File: src/pct_regs.svh
// Register indices, field positions and reset values of the PWM compare-table block.
// Assumes inclusion by the package, the design module and the bench.
`ifndef PCT_REGS_SVH
`define PCT_REGS_SVH

// Register indices; the bus byte address is four times the index
`define PCT_IDX_EVT_IRQ_CTRL 24'hff0528
`define PCT_IDX_ACT_EN_B 24'hff0535
`define PCT_IDX_EVT_SEL_30 24'hff069e
`define PCT_IDX_EVT_GLOBAL 24'hff06bc
`define PCT_IDX_MODE_A 24'hffdf80
`define PCT_IDX_SRC_ADDR 24'hffdf81
`define PCT_IDX_MODE_B 24'hffdf84
`define PCT_IDX_DST_ADDR 24'hffdf85
`define PCT_IDX_BLK_RELOAD 24'hffdf88
`define PCT_IDX_BLK_COUNT 24'hffdf89
`define PCT_IDX_BLK_NUM 24'hffdf8a
`define PCT_IDX_COUNTER 24'hffffb0
`define PCT_IDX_PERIOD 24'hffffb2
`define PCT_IDX_DUTY1 24'hffffb4
`define PCT_IDX_DUTY2 24'hffffb6
`define PCT_IDX_DUTY3 24'hffffb8
`define PCT_IDX_CH_CTRL 24'hffffc4
`define PCT_IDX_POLARITY 24'hffffc9
`define PCT_IDX_RUN_CTRL 24'hffffd2
`define PCT_IDX_PWM_MODE 24'hffffd4
`define PCT_IDX_OUT_EN_N 24'hffffd6
`define PCT_IDX_INIT_LVL 24'hffffd8
// Timing table: 2**PCT_TBL_AW word indices starting here
`define PCT_IDX_TABLE 24'h001000
`define PCT_TBL_AW 6

// Field positions
`define PCT_EIC_FLAG_BIT 2
`define PCT_EIC_IE_BIT 6
`define PCT_ACT_EN_BIT 2
`define PCT_GLOBAL_EN_BIT 7
`define PCT_RUN_BIT 0
`define PCT_KEEP_BIT 2
`define PCT_OE_LSB 1
`define PCT_CHAIN_BIT 7
`define PCT_INTERRUPT_SELECT_BIT 6

// Field codes
`define PCT_EVT_SEL_CMA 8'h09
`define PCT_CCLR_PERIOD 3'b001
`define PCT_CKEG_RISE 2'b00
`define PCT_TPSC_DIV4 3'b010
`define PCT_ADDR_INCR 2'b10
`define PCT_ADDR_DECR 2'b11
`define PCT_MODE_BLOCK 2'b10

// Reset values
`define PCT_RST_OUT_EN_N 8'hff
`define PCT_RST_READY 1'b1

`endif

File: src/pct_pkg.sv
// Types of the PWM compare-table block: sequencer states and the state record.
// Assumes pct_regs.svh is on the include path.
`default_nettype none
`include "pct_regs.svh"

package pct_pkg;

   typedef enum logic [1:0] {
      PCT_S_IDLE = 2'b00,
      PCT_S_FETCH = 2'b01,
      PCT_S_MOVE = 2'b10,
      PCT_S_WBACK = 2'b11
   } pct_xfer_state_e;

   typedef struct packed {
      logic hready;
      logic hresp;
      logic [31:0] rdata;
      logic wr_en;
      logic [23:0] wr_idx;
      logic ie, flag, cpu_req, pend, irq;
      logic [7:0] act_en, evt_sel, evt_glb;
      logic [7:0] xfer_mode_a, xfer_mode_b, xfer_block_size_reload, xfer_block_size_count;
      logic [23:0] xfer_source_address, xfer_dest_address;
      logic [15:0] xfer_block_count, cnt, period;
      logic [2:0][15:0] duty_buf, duty_act;
      logic [7:0] ch_ctrl, pol, run_ctrl, pwm_mode, oe_n, init_lvl;
      logic [2:0] pre, act, pin, pin_oe_n;
      pct_xfer_state_e st;
      logic [2:0] step;
      logic [7:0] wk_mra, wk_mrb, wk_xfer_block_size_reload, wk_xfer_block_size_count;
      logic [23:0] wk_sar, wk_dar, sar0, dar0;
      logic [15:0] wk_crb;
      logic [(2**`PCT_TBL_AW)-1:0][15:0] tbl;
   } pct_state_s;

endpackage

`default_nettype wire

File: src/pct_pwm_compare_table_update.sv
// PWM timer channel with period/duty compares, event linker and table transfer sequencer.
// Assumes an AHB-Lite master with single word transfers and hready = hreadyout.
// Operation
// RL1 - Each period match reloads all three duty compares from the next table entries.
// RL2 - Clear source code 001 clears the counter on period match.
// RL3 - Edge select 00 counts rising edges of the selected count clock.
// RL4 - Prescaler code 010 counts the system clock divided by four.
// RL5 - Polarity bit 0 makes the pin waveform active low.
// RL6 - Initial bit 0 with polarity 0 shows high before the first compare.
// RL7 - Keep bit 1 lets the counter continue after a period match.
// RL8 - Counter counts only while the run bit is 1.
// RL9 - PWM mode bit 1 drives the pin from its duty and the period.
// RL10 - Output enable bits are active low; 0 drives the waveform on the pin.
// RL11 - Source mode 10 increments the source address after each unit.
// RL12 - Destination mode 10 increments the destination address after each unit.
// RL13 - Transfer mode 10 moves a whole block per activation.
// RL14 - Block side 0 restores the destination address after each block.
// RL15 - Chain bit 0 ends after the current descriptor.
// RL16 - Interrupt select 0 requests the CPU only when the count is done.
// RL17 - Block count holds remaining blocks; block size held separately.
// RL18 - Event select 09 routes compare match A to the linked event.
// RL19 - Global link enable 1 lets linked events pass.
// RL20 - Activation enable 1 sends the event to the sequencer, not the CPU.
// RL21 - Event interrupt enable 1 allows the request when the flag is set.
// RL22 - Software clears the event flag by writing 0.
// RL23 - Descriptor fetched as mode A, source, mode B, destination, counts.
// RL24 - Count exhausted: clear activation enable, keep flag, request the CPU.
// RL25 - Size bit 1 moves one 16-bit word per unit.
// RL26 - A loaded duty value takes effect from the next counter cycle.
`default_nettype none
`include "pct_regs.svh"

module pct_pwm_compare_table_update
   import pct_pkg::*;
(
   input wire logic hclk,
   input wire logic hresetn,
   input wire logic hsel,
   input wire logic [31:0] haddr,
   input wire logic [1:0] htrans,
   input wire logic hwrite,
   input wire logic [2:0] hsize,
   input wire logic [31:0] hwdata,
   input wire logic hready,
   output logic [31:0] hrdata,
   output logic hreadyout,
   output logic hresp,
   output logic pwm_out_pin1,
   output logic pwm_out_pin2,
   output logic pwm_out_pin3,
   output logic pwm_oe_n_pin1,
   output logic pwm_oe_n_pin2,
   output logic pwm_oe_n_pin3,
   output logic cpu_irq
);

   localparam logic [2:0][23:0] DUTY_IDX = {`PCT_IDX_DUTY3, `PCT_IDX_DUTY2, `PCT_IDX_DUTY1};

   pct_state_s r_q, r_d;
   logic tick, pmatch, ev, blk_end, exhausted, block_mode;
   logic [15:0] xdata;
   logic [23:0] ustep;

   // Last prescaler phase for each clock select
   function automatic logic [2:0] psc_last(input logic [2:0] sel);
      logic [2:0] v;
      v = 3'h3;
      case (sel)
         3'b000: v = 3'h0;
         3'b001: v = 3'h1;
         `PCT_TPSC_DIV4: v = 3'h3;
         3'b011: v = 3'h7;
         default: v = 3'h3;
      endcase
      return v;
   endfunction

   // Address step after one unit
   function automatic logic [23:0] next_addr(input logic [23:0] a, input logic [1:0] mode,
                                              input logic [23:0] stp);
      logic [23:0] v;
      v = a;
      case (mode)
         `PCT_ADDR_INCR: v = a + stp;
         `PCT_ADDR_DECR: v = a - stp;
         default: v = a;
      endcase
      return v;
   endfunction

   // Register read multiplexer
   function automatic logic [31:0] rd_mux(input pct_state_s s, input logic [23:0] idx);
      logic [31:0] v;
      v = 32'h0;
      case (idx)
         `PCT_IDX_EVT_IRQ_CTRL: begin
            v[`PCT_EIC_IE_BIT] = s.ie;
            v[`PCT_EIC_FLAG_BIT] = s.flag;
         end
         `PCT_IDX_ACT_EN_B: v[7:0] = s.act_en;
         `PCT_IDX_EVT_SEL_30: v[7:0] = s.evt_sel;
         `PCT_IDX_EVT_GLOBAL: v[7:0] = s.evt_glb;
         `PCT_IDX_MODE_A: v[7:0] = s.xfer_mode_a;
         `PCT_IDX_SRC_ADDR: v[23:0] = s.xfer_source_address;
         `PCT_IDX_MODE_B: v[7:0] = s.xfer_mode_b;
         `PCT_IDX_DST_ADDR: v[23:0] = s.xfer_dest_address;
         `PCT_IDX_BLK_RELOAD: v[7:0] = s.xfer_block_size_reload;
         `PCT_IDX_BLK_COUNT: v[7:0] = s.xfer_block_size_count;
         `PCT_IDX_BLK_NUM: v[15:0] = s.xfer_block_count;
         `PCT_IDX_COUNTER: v[15:0] = s.cnt;
         `PCT_IDX_PERIOD: v[15:0] = s.period;
         `PCT_IDX_DUTY1: v[15:0] = s.duty_buf[0];
         `PCT_IDX_DUTY2: v[15:0] = s.duty_buf[1];
         `PCT_IDX_DUTY3: v[15:0] = s.duty_buf[2];
         `PCT_IDX_CH_CTRL: v[7:0] = s.ch_ctrl;
         `PCT_IDX_POLARITY: v[7:0] = s.pol;
         `PCT_IDX_RUN_CTRL: v[7:0] = s.run_ctrl;
         `PCT_IDX_PWM_MODE: v[7:0] = s.pwm_mode;
         `PCT_IDX_OUT_EN_N: v[7:0] = s.oe_n;
         `PCT_IDX_INIT_LVL: v[7:0] = s.init_lvl;
         default: begin
            if (idx[23:`PCT_TBL_AW] == `PCT_IDX_TABLE >> `PCT_TBL_AW) begin
               v[15:0] = s.tbl[idx[`PCT_TBL_AW-1:0]];
            end
         end
      endcase
      return v;
   endfunction

   always_comb begin
      r_d = r_q;
      xdata = r_q.tbl[r_q.wk_sar[`PCT_TBL_AW:1]];
      ustep = r_q.wk_mra[0] ? 24'h2 : 24'h1; // RL25
      block_mode = (r_q.wk_mra[3:2] == `PCT_MODE_BLOCK);
      blk_end = 1'b0;
      exhausted = 1'b0;

      // Bus address phase: reads answer in the data phase, writes land there
      r_d.wr_en = 1'b0;
      if (hsel && htrans[1] && hready && hsize == 3'b010) begin
         if (hwrite) begin
            r_d.wr_en = (haddr[31:26] == 6'h0) && (haddr[1:0] == 2'b00);
            r_d.wr_idx = haddr[25:2];
         end else begin
            r_d.rdata = (haddr[31:26] == 6'h0) ? rd_mux(r_q, haddr[25:2]) : 32'h0;
         end
      end

      // Bus data phase writes
      if (r_q.wr_en) begin
         case (r_q.wr_idx)
            `PCT_IDX_EVT_IRQ_CTRL: begin
               r_d.ie = hwdata[`PCT_EIC_IE_BIT];
               if (!hwdata[`PCT_EIC_FLAG_BIT]) begin
                  r_d.flag = 1'b0; // RL22
                  r_d.cpu_req = 1'b0;
               end
            end
            `PCT_IDX_ACT_EN_B: r_d.act_en = hwdata[7:0];
            `PCT_IDX_EVT_SEL_30: r_d.evt_sel = hwdata[7:0];
            `PCT_IDX_EVT_GLOBAL: r_d.evt_glb = hwdata[7:0];
            `PCT_IDX_MODE_A: r_d.xfer_mode_a = hwdata[7:0];
            `PCT_IDX_SRC_ADDR: r_d.xfer_source_address = hwdata[23:0];
            `PCT_IDX_MODE_B: r_d.xfer_mode_b = hwdata[7:0];
            `PCT_IDX_DST_ADDR: r_d.xfer_dest_address = hwdata[23:0];
            `PCT_IDX_BLK_RELOAD: r_d.xfer_block_size_reload = hwdata[7:0];
            `PCT_IDX_BLK_COUNT: r_d.xfer_block_size_count = hwdata[7:0];
            `PCT_IDX_BLK_NUM: r_d.xfer_block_count = hwdata[15:0]; // RL17
            `PCT_IDX_COUNTER: r_d.cnt = hwdata[15:0];
            `PCT_IDX_PERIOD: r_d.period = hwdata[15:0];
            `PCT_IDX_DUTY1: r_d.duty_buf[0] = hwdata[15:0];
            `PCT_IDX_DUTY2: r_d.duty_buf[1] = hwdata[15:0];
            `PCT_IDX_DUTY3: r_d.duty_buf[2] = hwdata[15:0];
            `PCT_IDX_CH_CTRL: r_d.ch_ctrl = hwdata[7:0];
            `PCT_IDX_POLARITY: r_d.pol = hwdata[7:0];
            `PCT_IDX_RUN_CTRL: r_d.run_ctrl = hwdata[7:0];
            `PCT_IDX_PWM_MODE: r_d.pwm_mode = hwdata[7:0];
            `PCT_IDX_OUT_EN_N: r_d.oe_n = hwdata[7:0];
            `PCT_IDX_INIT_LVL: r_d.init_lvl = hwdata[7:0];
            default: begin
               if (r_q.wr_idx[23:`PCT_TBL_AW] == `PCT_IDX_TABLE >> `PCT_TBL_AW) begin
                  r_d.tbl[r_q.wr_idx[`PCT_TBL_AW-1:0]] = hwdata[15:0];
               end
            end
         endcase
      end

      // Count clock: internal clock, rising edges only
      tick = r_q.run_ctrl[`PCT_RUN_BIT] && (r_q.ch_ctrl[4:3] == `PCT_CKEG_RISE) // RL3 RL8
             && (r_q.pre == psc_last(r_q.ch_ctrl[2:0])); // RL4
      pmatch = tick && (r_q.cnt == r_q.period);
      if (!r_q.run_ctrl[`PCT_RUN_BIT]) begin
         r_d.pre = 3'h0;
      end else begin
         r_d.pre = tick ? 3'h0 : r_q.pre + 3'h1;
      end
      if (tick) begin
         r_d.cnt = r_q.cnt + 16'h1;
         if (pmatch && r_q.ch_ctrl[7:5] == `PCT_CCLR_PERIOD) begin
            r_d.cnt = 16'h0; // RL2
         end
      end
      if (pmatch && !r_q.run_ctrl[`PCT_KEEP_BIT]) begin
         r_d.run_ctrl[`PCT_RUN_BIT] = 1'b0; // RL7
      end

      // Duty values take effect at a counter cycle boundary, or at once while the counter is stopped
      if (pmatch || !r_q.run_ctrl[`PCT_RUN_BIT]) begin
         r_d.duty_act = r_q.duty_buf; // RL26 RL1
      end

      for (int i = 0; i < 3; i++) begin
         if (!r_q.run_ctrl[`PCT_RUN_BIT]) begin
            r_d.act[i] = r_q.init_lvl[i]; // RL6
         end else if (pmatch) begin
            r_d.act[i] = 1'b1;
         end else if (tick && r_q.cnt == r_q.duty_act[i]) begin
            r_d.act[i] = 1'b0; // RL9
         end
         if (r_q.pwm_mode[i] && !r_q.oe_n[`PCT_OE_LSB + i]) begin // RL9 RL10
            r_d.pin[i] = r_q.pol[i] ? r_q.act[i] : !r_q.act[i]; // RL5 RL6
            r_d.pin_oe_n[i] = 1'b0;
         end else begin
            r_d.pin[i] = 1'b0;
            r_d.pin_oe_n[i] = 1'b1;
         end
      end

      // Event linker: compare match A through select and global enable
      ev = pmatch && (r_q.evt_sel == `PCT_EVT_SEL_CMA) // RL18
           && r_q.evt_glb[`PCT_GLOBAL_EN_BIT]; // RL19

      // Transfer sequencer
      case (r_q.st)
         PCT_S_IDLE: begin
            if (r_q.pend) begin
               r_d.pend = 1'b0;
               r_d.st = PCT_S_FETCH;
               r_d.step = 3'h0;
            end
         end
         PCT_S_FETCH: begin
            r_d.step = r_q.step + 3'h1;
            case (r_q.step) // RL23
               3'h0: r_d.wk_mra = r_q.xfer_mode_a;
               3'h1: begin
                  r_d.wk_sar = r_q.xfer_source_address;
                  r_d.sar0 = r_q.xfer_source_address;
               end
               3'h2: r_d.wk_mrb = r_q.xfer_mode_b;
               3'h3: begin
                  r_d.wk_dar = r_q.xfer_dest_address;
                  r_d.dar0 = r_q.xfer_dest_address;
               end
               3'h4: begin
                  r_d.wk_xfer_block_size_reload = r_q.xfer_block_size_reload;
                  r_d.wk_xfer_block_size_count = r_q.xfer_block_size_count;
               end
               default: begin
                  r_d.wk_crb = r_q.xfer_block_count;
                  r_d.st = PCT_S_MOVE;
               end
            endcase
         end
         PCT_S_MOVE: begin
            if (!r_q.wk_mra[0]) begin
               xdata = {8'h00, xdata[7:0]};
            end
            for (int i = 0; i < 3; i++) begin
               if (r_q.wk_dar == DUTY_IDX[i]) begin
                  r_d.duty_buf[i] = xdata; // RL1
               end
            end
            r_d.wk_sar = next_addr(r_q.wk_sar, r_q.wk_mra[7:6], ustep); // RL11
            r_d.wk_dar = next_addr(r_q.wk_dar, r_q.wk_mra[5:4], ustep); // RL12
            r_d.wk_xfer_block_size_count = r_q.wk_xfer_block_size_count - 8'h1;
            blk_end = (r_q.wk_xfer_block_size_count == 8'h1) || !block_mode; // RL13
            if (blk_end) begin
               r_d.st = PCT_S_WBACK;
               if (block_mode) begin
                  r_d.wk_crb = r_q.wk_crb - 16'h1; // RL17
                  r_d.wk_xfer_block_size_count = r_q.wk_xfer_block_size_reload;
                  if (r_q.wk_mra[1]) begin
                     r_d.wk_sar = r_q.sar0;
                  end else begin
                     r_d.wk_dar = r_q.dar0; // RL14
                  end
               end
            end
         end
         PCT_S_WBACK: begin
            r_d.xfer_source_address = r_q.wk_sar;
            r_d.xfer_dest_address = r_q.wk_dar;
            r_d.xfer_block_size_count = r_q.wk_xfer_block_size_count;
            r_d.xfer_block_count = r_q.wk_crb;
            exhausted = block_mode ? (r_q.wk_crb == 16'h0) : (r_q.wk_xfer_block_size_count == 8'h0);
            if (exhausted || r_q.wk_mrb[`PCT_INTERRUPT_SELECT_BIT]) begin // RL16
               r_d.cpu_req = 1'b1; // RL24
               if (exhausted) begin
                  r_d.act_en[`PCT_ACT_EN_BIT] = 1'b0; // RL24
               end
            end else begin
               r_d.flag = 1'b0;
            end
            r_d.st = PCT_S_IDLE; // RL15
         end
         default: r_d.st = PCT_S_IDLE;
      endcase

      // Event sets the flag last, so a set beats any clear in the same cycle
      if (ev) begin
         r_d.flag = 1'b1;
         if (r_q.act_en[`PCT_ACT_EN_BIT]) begin
            r_d.pend = 1'b1; // RL20
         end
      end
      r_d.irq = r_d.ie && r_d.flag // RL21
                && (r_d.cpu_req || !r_d.act_en[`PCT_ACT_EN_BIT]); // RL20
      r_d.hready = 1'b1;
      r_d.hresp = 1'b0;
   end

   always_ff @(posedge hclk or negedge hresetn) begin
      if (!hresetn) begin
         r_q <= '0;
         r_q.oe_n <= `PCT_RST_OUT_EN_N;
         r_q.pin_oe_n <= 3'b111;
         r_q.hready <= `PCT_RST_READY;
      end else begin
         r_q <= r_d;
      end
   end

   assign hrdata = r_q.rdata;
   assign hreadyout = r_q.hready;
   assign hresp = r_q.hresp;
   assign pwm_out_pin1 = r_q.pin[0];
   assign pwm_out_pin2 = r_q.pin[1];
   assign pwm_out_pin3 = r_q.pin[2];
   assign pwm_oe_n_pin1 = r_q.pin_oe_n[0];
   assign pwm_oe_n_pin2 = r_q.pin_oe_n[1];
   assign pwm_oe_n_pin3 = r_q.pin_oe_n[2];
   assign cpu_irq = r_q.irq;

   counter_clear_a: assert property ( // RL2
      @(posedge hclk) disable iff (!hresetn)
      (pmatch && r_q.ch_ctrl[7:5] == `PCT_CCLR_PERIOD && !r_q.wr_en) |=> (r_q.cnt == 16'h0))
      else $error("Counter not cleared on period match");
   prescale_four_a: assert property ( // RL4
      @(posedge hclk) disable iff (!hresetn)
      (tick && r_q.ch_ctrl[2:0] == `PCT_TPSC_DIV4) |=> !tick ##1 !tick ##1 !tick)
      else $error("Count clock faster than system clock over four");
   run_stopped_a: assert property ( // RL8
      @(posedge hclk) disable iff (!hresetn)
      (!r_q.run_ctrl[`PCT_RUN_BIT] && !r_q.wr_en) |=> $stable(r_q.cnt))
      else $error("Counter moved while stopped");
   keep_counting_a: assert property ( // RL7
      @(posedge hclk) disable iff (!hresetn)
      (pmatch && r_q.run_ctrl[`PCT_KEEP_BIT] && !r_q.wr_en) |=> r_q.run_ctrl[`PCT_RUN_BIT])
      else $error("Counter halted despite keep bit");
   duty_reload_a: assert property ( // RL26
      @(posedge hclk) disable iff (!hresetn)
      (r_q.run_ctrl[`PCT_RUN_BIT] && !pmatch) |=> $stable(r_q.duty_act))
      else $error("Active duty changed inside a counter cycle");
   initial_high_a: assert property ( // RL6
      @(posedge hclk) disable iff (!hresetn)
      (!r_q.run_ctrl[`PCT_RUN_BIT] && !r_q.init_lvl[2]) ##1
      (!r_q.pol[2] && r_q.pwm_mode[2] && !r_q.oe_n[`PCT_OE_LSB + 2]) |=> pwm_out_pin3)
      else $error("Pin three not high before first compare");
   event_flag_a: assert property ( // RL18
      @(posedge hclk) disable iff (!hresetn)
      ev |=> r_q.flag)
      else $error("Linked event did not set the flag");
   block_restore_a: assert property ( // RL14
      @(posedge hclk) disable iff (!hresetn)
      (r_q.st == PCT_S_MOVE && block_mode && !r_q.wk_mra[1] && r_q.wk_xfer_block_size_count == 8'h1)
      |=> (r_q.wk_dar == $past(r_q.dar0)))
      else $error("Destination not restored after block");
   exhausted_end_a: assert property ( // RL24
      @(posedge hclk) disable iff (!hresetn)
      (r_q.st == PCT_S_WBACK && block_mode && r_q.wk_crb == 16'h0 && !r_q.wr_en)
      |=> (!r_q.act_en[`PCT_ACT_EN_BIT] && r_q.flag && r_q.cpu_req))
      else $error("Exhausted count did not hand over to CPU");
   source_step_a: assert property ( // RL11
      @(posedge hclk) disable iff (!hresetn)
      (r_q.st == PCT_S_MOVE && r_q.wk_mra[7:6] == `PCT_ADDR_INCR && r_q.wk_mra[0]
       && !(block_mode && r_q.wk_mra[1] && r_q.wk_xfer_block_size_count == 8'h1))
      |=> (r_q.wk_sar == $past(r_q.wk_sar) + 24'h2))
      else $error("Source address not stepped by one word");
   irq_gate_a: assert property ( // RL21
      @(posedge hclk) disable iff (!hresetn)
      cpu_irq |-> (r_q.ie && r_q.flag))
      else $error("Interrupt raised without enable and flag");

endmodule

`default_nettype wire

File: config.mk
export PLATFORM = sky130hd
export DESIGN_NAME = pct_pwm_compare_table_update
export DESIGN_NICKNAME = d
export VERILOG_FILES = /design/src/pct_pkg.sv /design/src/pct_pwm_compare_table_update.sv
export VERILOG_INCLUDE_DIRS = /design/src
export SDC_FILE = /design/constraint.sdc
export NUM_CORES = 2
export LEC_CHECK = 0
export ABC_AREA = 1
export BUFFER_PORTS_ARGS = -buffer_cell sky130_fd_sc_hd__buf_2
export CAP_MARGIN = 20
export CORE_AREA = 2 2 395 397
export DETAILED_ROUTE_END_ITERATION = 8
export DIE_AREA = 0 0 397 399
export HOLD_SLACK_MARGIN = 0.12
export PLACE_DENSITY_LB_ADDON = 0.08
export SYNTH_ARGS = -nofsm -noshare
export SYNTH_HDL_FRONTEND = slang
export SYNTH_SLANG_ARGS = --single-unit
export TNS_END_PERCENT = 1
File: constraint.sdc
create_clock -name hclk -period 4.9 [get_ports hclk]
set_input_delay 1.225 -clock hclk [delete_from_list [all_inputs] [get_ports hclk]]
set_output_delay 1.225 -clock hclk [all_outputs]
set_load 0.005 [all_outputs]
==> results_dict.tcl <==
set metrics [dict create \
    status "finished, final reports clean" \
    grt_pass1_vias 79039 \
    hold-worst-slack_ns 0.450 \
    grt_max_degree 162 \
    vias_per_cell 6.30 \
    setup_viol 0 \
    grt_pass1_wl_microns 505000 \
    initial_core_util_pct 54.9 \
    ios 115 \
    cts.sink_count 1528 \
    clk_latency_ns 0.82 \
    dp_hpwl_microns 217000 \
    largest_reg_flops 1497 \
    cp.required_ns 5.57 \
    worstMarginPinSlew_ns 1.32 \
    fmax_ghz 0.248 \
    pre_cts_ws_ns 0.655 \
    async_reset_ff_share_pct 100 \
    path_cells "nor2_1 > nand2_1 > nor3_1 > nand2_1 > nor2_1 > nand2_1 > buf_4 > nand2_1 > o21ai_0" \
    fin_ws_ns 0.870 \
    drtPass1Iterations 7 \
    syn_inst 11662 \
    path_class "flip-flop to flip-flop" \
    port_buffers 95 \
    dieArea_sq_um 158000 \
    rows 144 \
    final_nets 11414 \
    totalNegativeSetupSlack_ns 0 \
    die_x_microns 397 \
    p_leak_uw 0.0456 \
    drive_gt1_share_pct 7.00 \
    synth-edff-count 0 \
    cts_tree "built" \
    syn_avg_cell_area_sq_um 7.23 \
    setup.worst_path.start "r_q[1492]" \
    ys_ff_latch 1528 \
    netlist_area_sq_um 84400 \
    chipHeight_microns 399 \
    start_kind "flip-flop" \
    drtIter0Drc 11741 \
    grt_overflow 0 \
    finClkSkew_ns 0.0331 \
    synth_area_leader_cell "dfrtp_1" \
    grt_usage_pct 42.2 \
    final_antenna_net_count 0 \
    critical_path_arrival_ns 4.70 \
    yosysTopAreaCellShare_pct 45.0 \
    netlist_top_cells_area "dfrtp_1 45%, nand2_1 14%, o21ai_0 13%, nor2_1 5.2%, nand3_1 3.5%" \
    final_hold_viol_count 0 \
    hold_path_class "input port to async pin" \
    gp_congestion 1.05 \
    post-route-period-util_pct 82.2 \
    path_max_fanout 28 \
    synth_cell_types 52 \
    coreArea_sq_um 154000 \
    clkTransAtPathRegs_ns 0.07 \
    crit_top_cell "nand2_1" \
    maxSlewViolCount 0 \
    r2r-start "r_q[1492]" \
    area_growth_pct 9.79 \
    cts_hold_buf 0 \
    max-clock-path-buffers 3 \
    ys_seq_area_share_pct 45.3 \
    yosysWarnings 0 \
    slew_headroom_pct 11.7 \
    via_count 85116 \
    mostFrequentLayoutCell "nand2_1" \
    routed_wl_microns 340000 \
    top_register "r_q" \
    cts_max_level 4 \
    cp_slowest_cell "nor2_1" \
    cp_slowest_stage_delay_ns 0.73 \
    drv_cap 0 \
    cts_buffers 171 \
    avgRoutedWirePerCell_microns 25.2 \
    antenna_found_initial 12 \
    layout_common_cells "3,150 x nand2_1, 2,218 x o21ai_0, 1,512 x dfrtp_1" \
    final_core_util_pct 60.3 \
    endpoint_kind "flip-flop" \
    postCtsResizedCells 0 \
    peakVddDrop_uv 360 \
    cts-root-buf "clkbuf_16" \
    period_minus_slack_ns 4.03 \
    drc_errors 0 \
    synth_ff_type "dfrtp_1" \
    rsz0062_at_grt "no" \
    post_cts_buffers 0 \
    p_per_area_nw_per_um2 300 \
]
==> critical path, delay by kind of cell, from the launching register on <==
| family | cells | cell delay, ns |
|---|---|---|
| AOI/OAI and AO/OA | 1 | 0.08 |
| buffers and inverters | 1 | 0.46 |
| DFF | 1 | 0.41 |
| and+or+nand+nor | 7 | 2.90 |
==> layout make-up <==
type | count | area (sq um)
fillers | 14234 | 61100
multi-input cells | 8616 | 40200
flip-flops and latches | 1528 | 38300
clock buffers | 254 | 5010
repair buffers | 393 | 3500
well taps | 2044 | 2560
inverters | 609 | 2320
clock inverters | 56 | 716
diodes | 5 | 12.5
==> power by group <==
part           switching [uW]  internal, uW  total, uW
Combinational            1400           402       1810
Clock                    5610          7680      13300
Sequential               42.3         12700      12700
Total                    7060         20700      27800
==> per-stage QoR <==
| step | instance area [sq um] | power [uW] | std cells |
|---|---|---|---|
| after global routing | 92600 | 28500 | 13502 |
| after detailed placement | 86900 | 14700 | 13190 |
| after global placement | 86800 | 14700 | 13189 |
| after CTS | 92600 | 27800 | 13500 |
| after floorplan | 84400 | 13700 | 11670 |
| final | 92600 | 27800 | 13505 |
==> cell usage after synthesis (105+ instances only) <==
library cell and number:
inv_1 594, o211ai_1 218, buf_2 105, nand2_1 3151
dfrtp_1 1517, o22ai_1 166, clkbuf_1 725, nor2_1 1179
o21ai_0 2218, nand3_1 597, a21oi_1 471
==> kinds of logic (layout without fill, tap and decap cells) <==
group           count (synthesis)  count (layout)  synth area share, %
simple gates                 5139            5139                 24.4
compound gates               3326            3326                 21.4
flops                        1528            1528                 45.3
buf+inv                      1526            1312                 7.11
xor+xnor                       73              73                0.758
mux                            47              47                0.626
fa+ha+maj                      21              21                0.329
other cells                     2              15              0.00890
==> layer usage <==
layer | vias up | global-route usage, % | part of all wire, %
met2 | 5194 | 62.8 | 43
met5 | - | 0 | 0.015
met4 | 8 | 26.6 | 7.2
met1 | 40553 | 55.4 | 39
li1 | 38178 | - | -
met3 | 1183 | 10.2 | 11
==> worst paths after layout <==
| check | to | slack [ns] | cells past startpoint |
|---|---|---|---|
| worst min register to register | pwm_oe_n_pin3 | 0.46 | 1 |
| min in group hclk | pwm_oe_n_pin3 | 0.46 | 1 |
| max in group asynchronous | r_q[608] | 3.22 | 2 |
| worst min-delay path | r_q[1160] | 0.45 | 1 |
| worst max register to register | r_q[330] | 0.87 | 9 |
| worst max-delay path | r_q[330] | 0.87 | 9 |
Power figures use the tool's default switching activity.
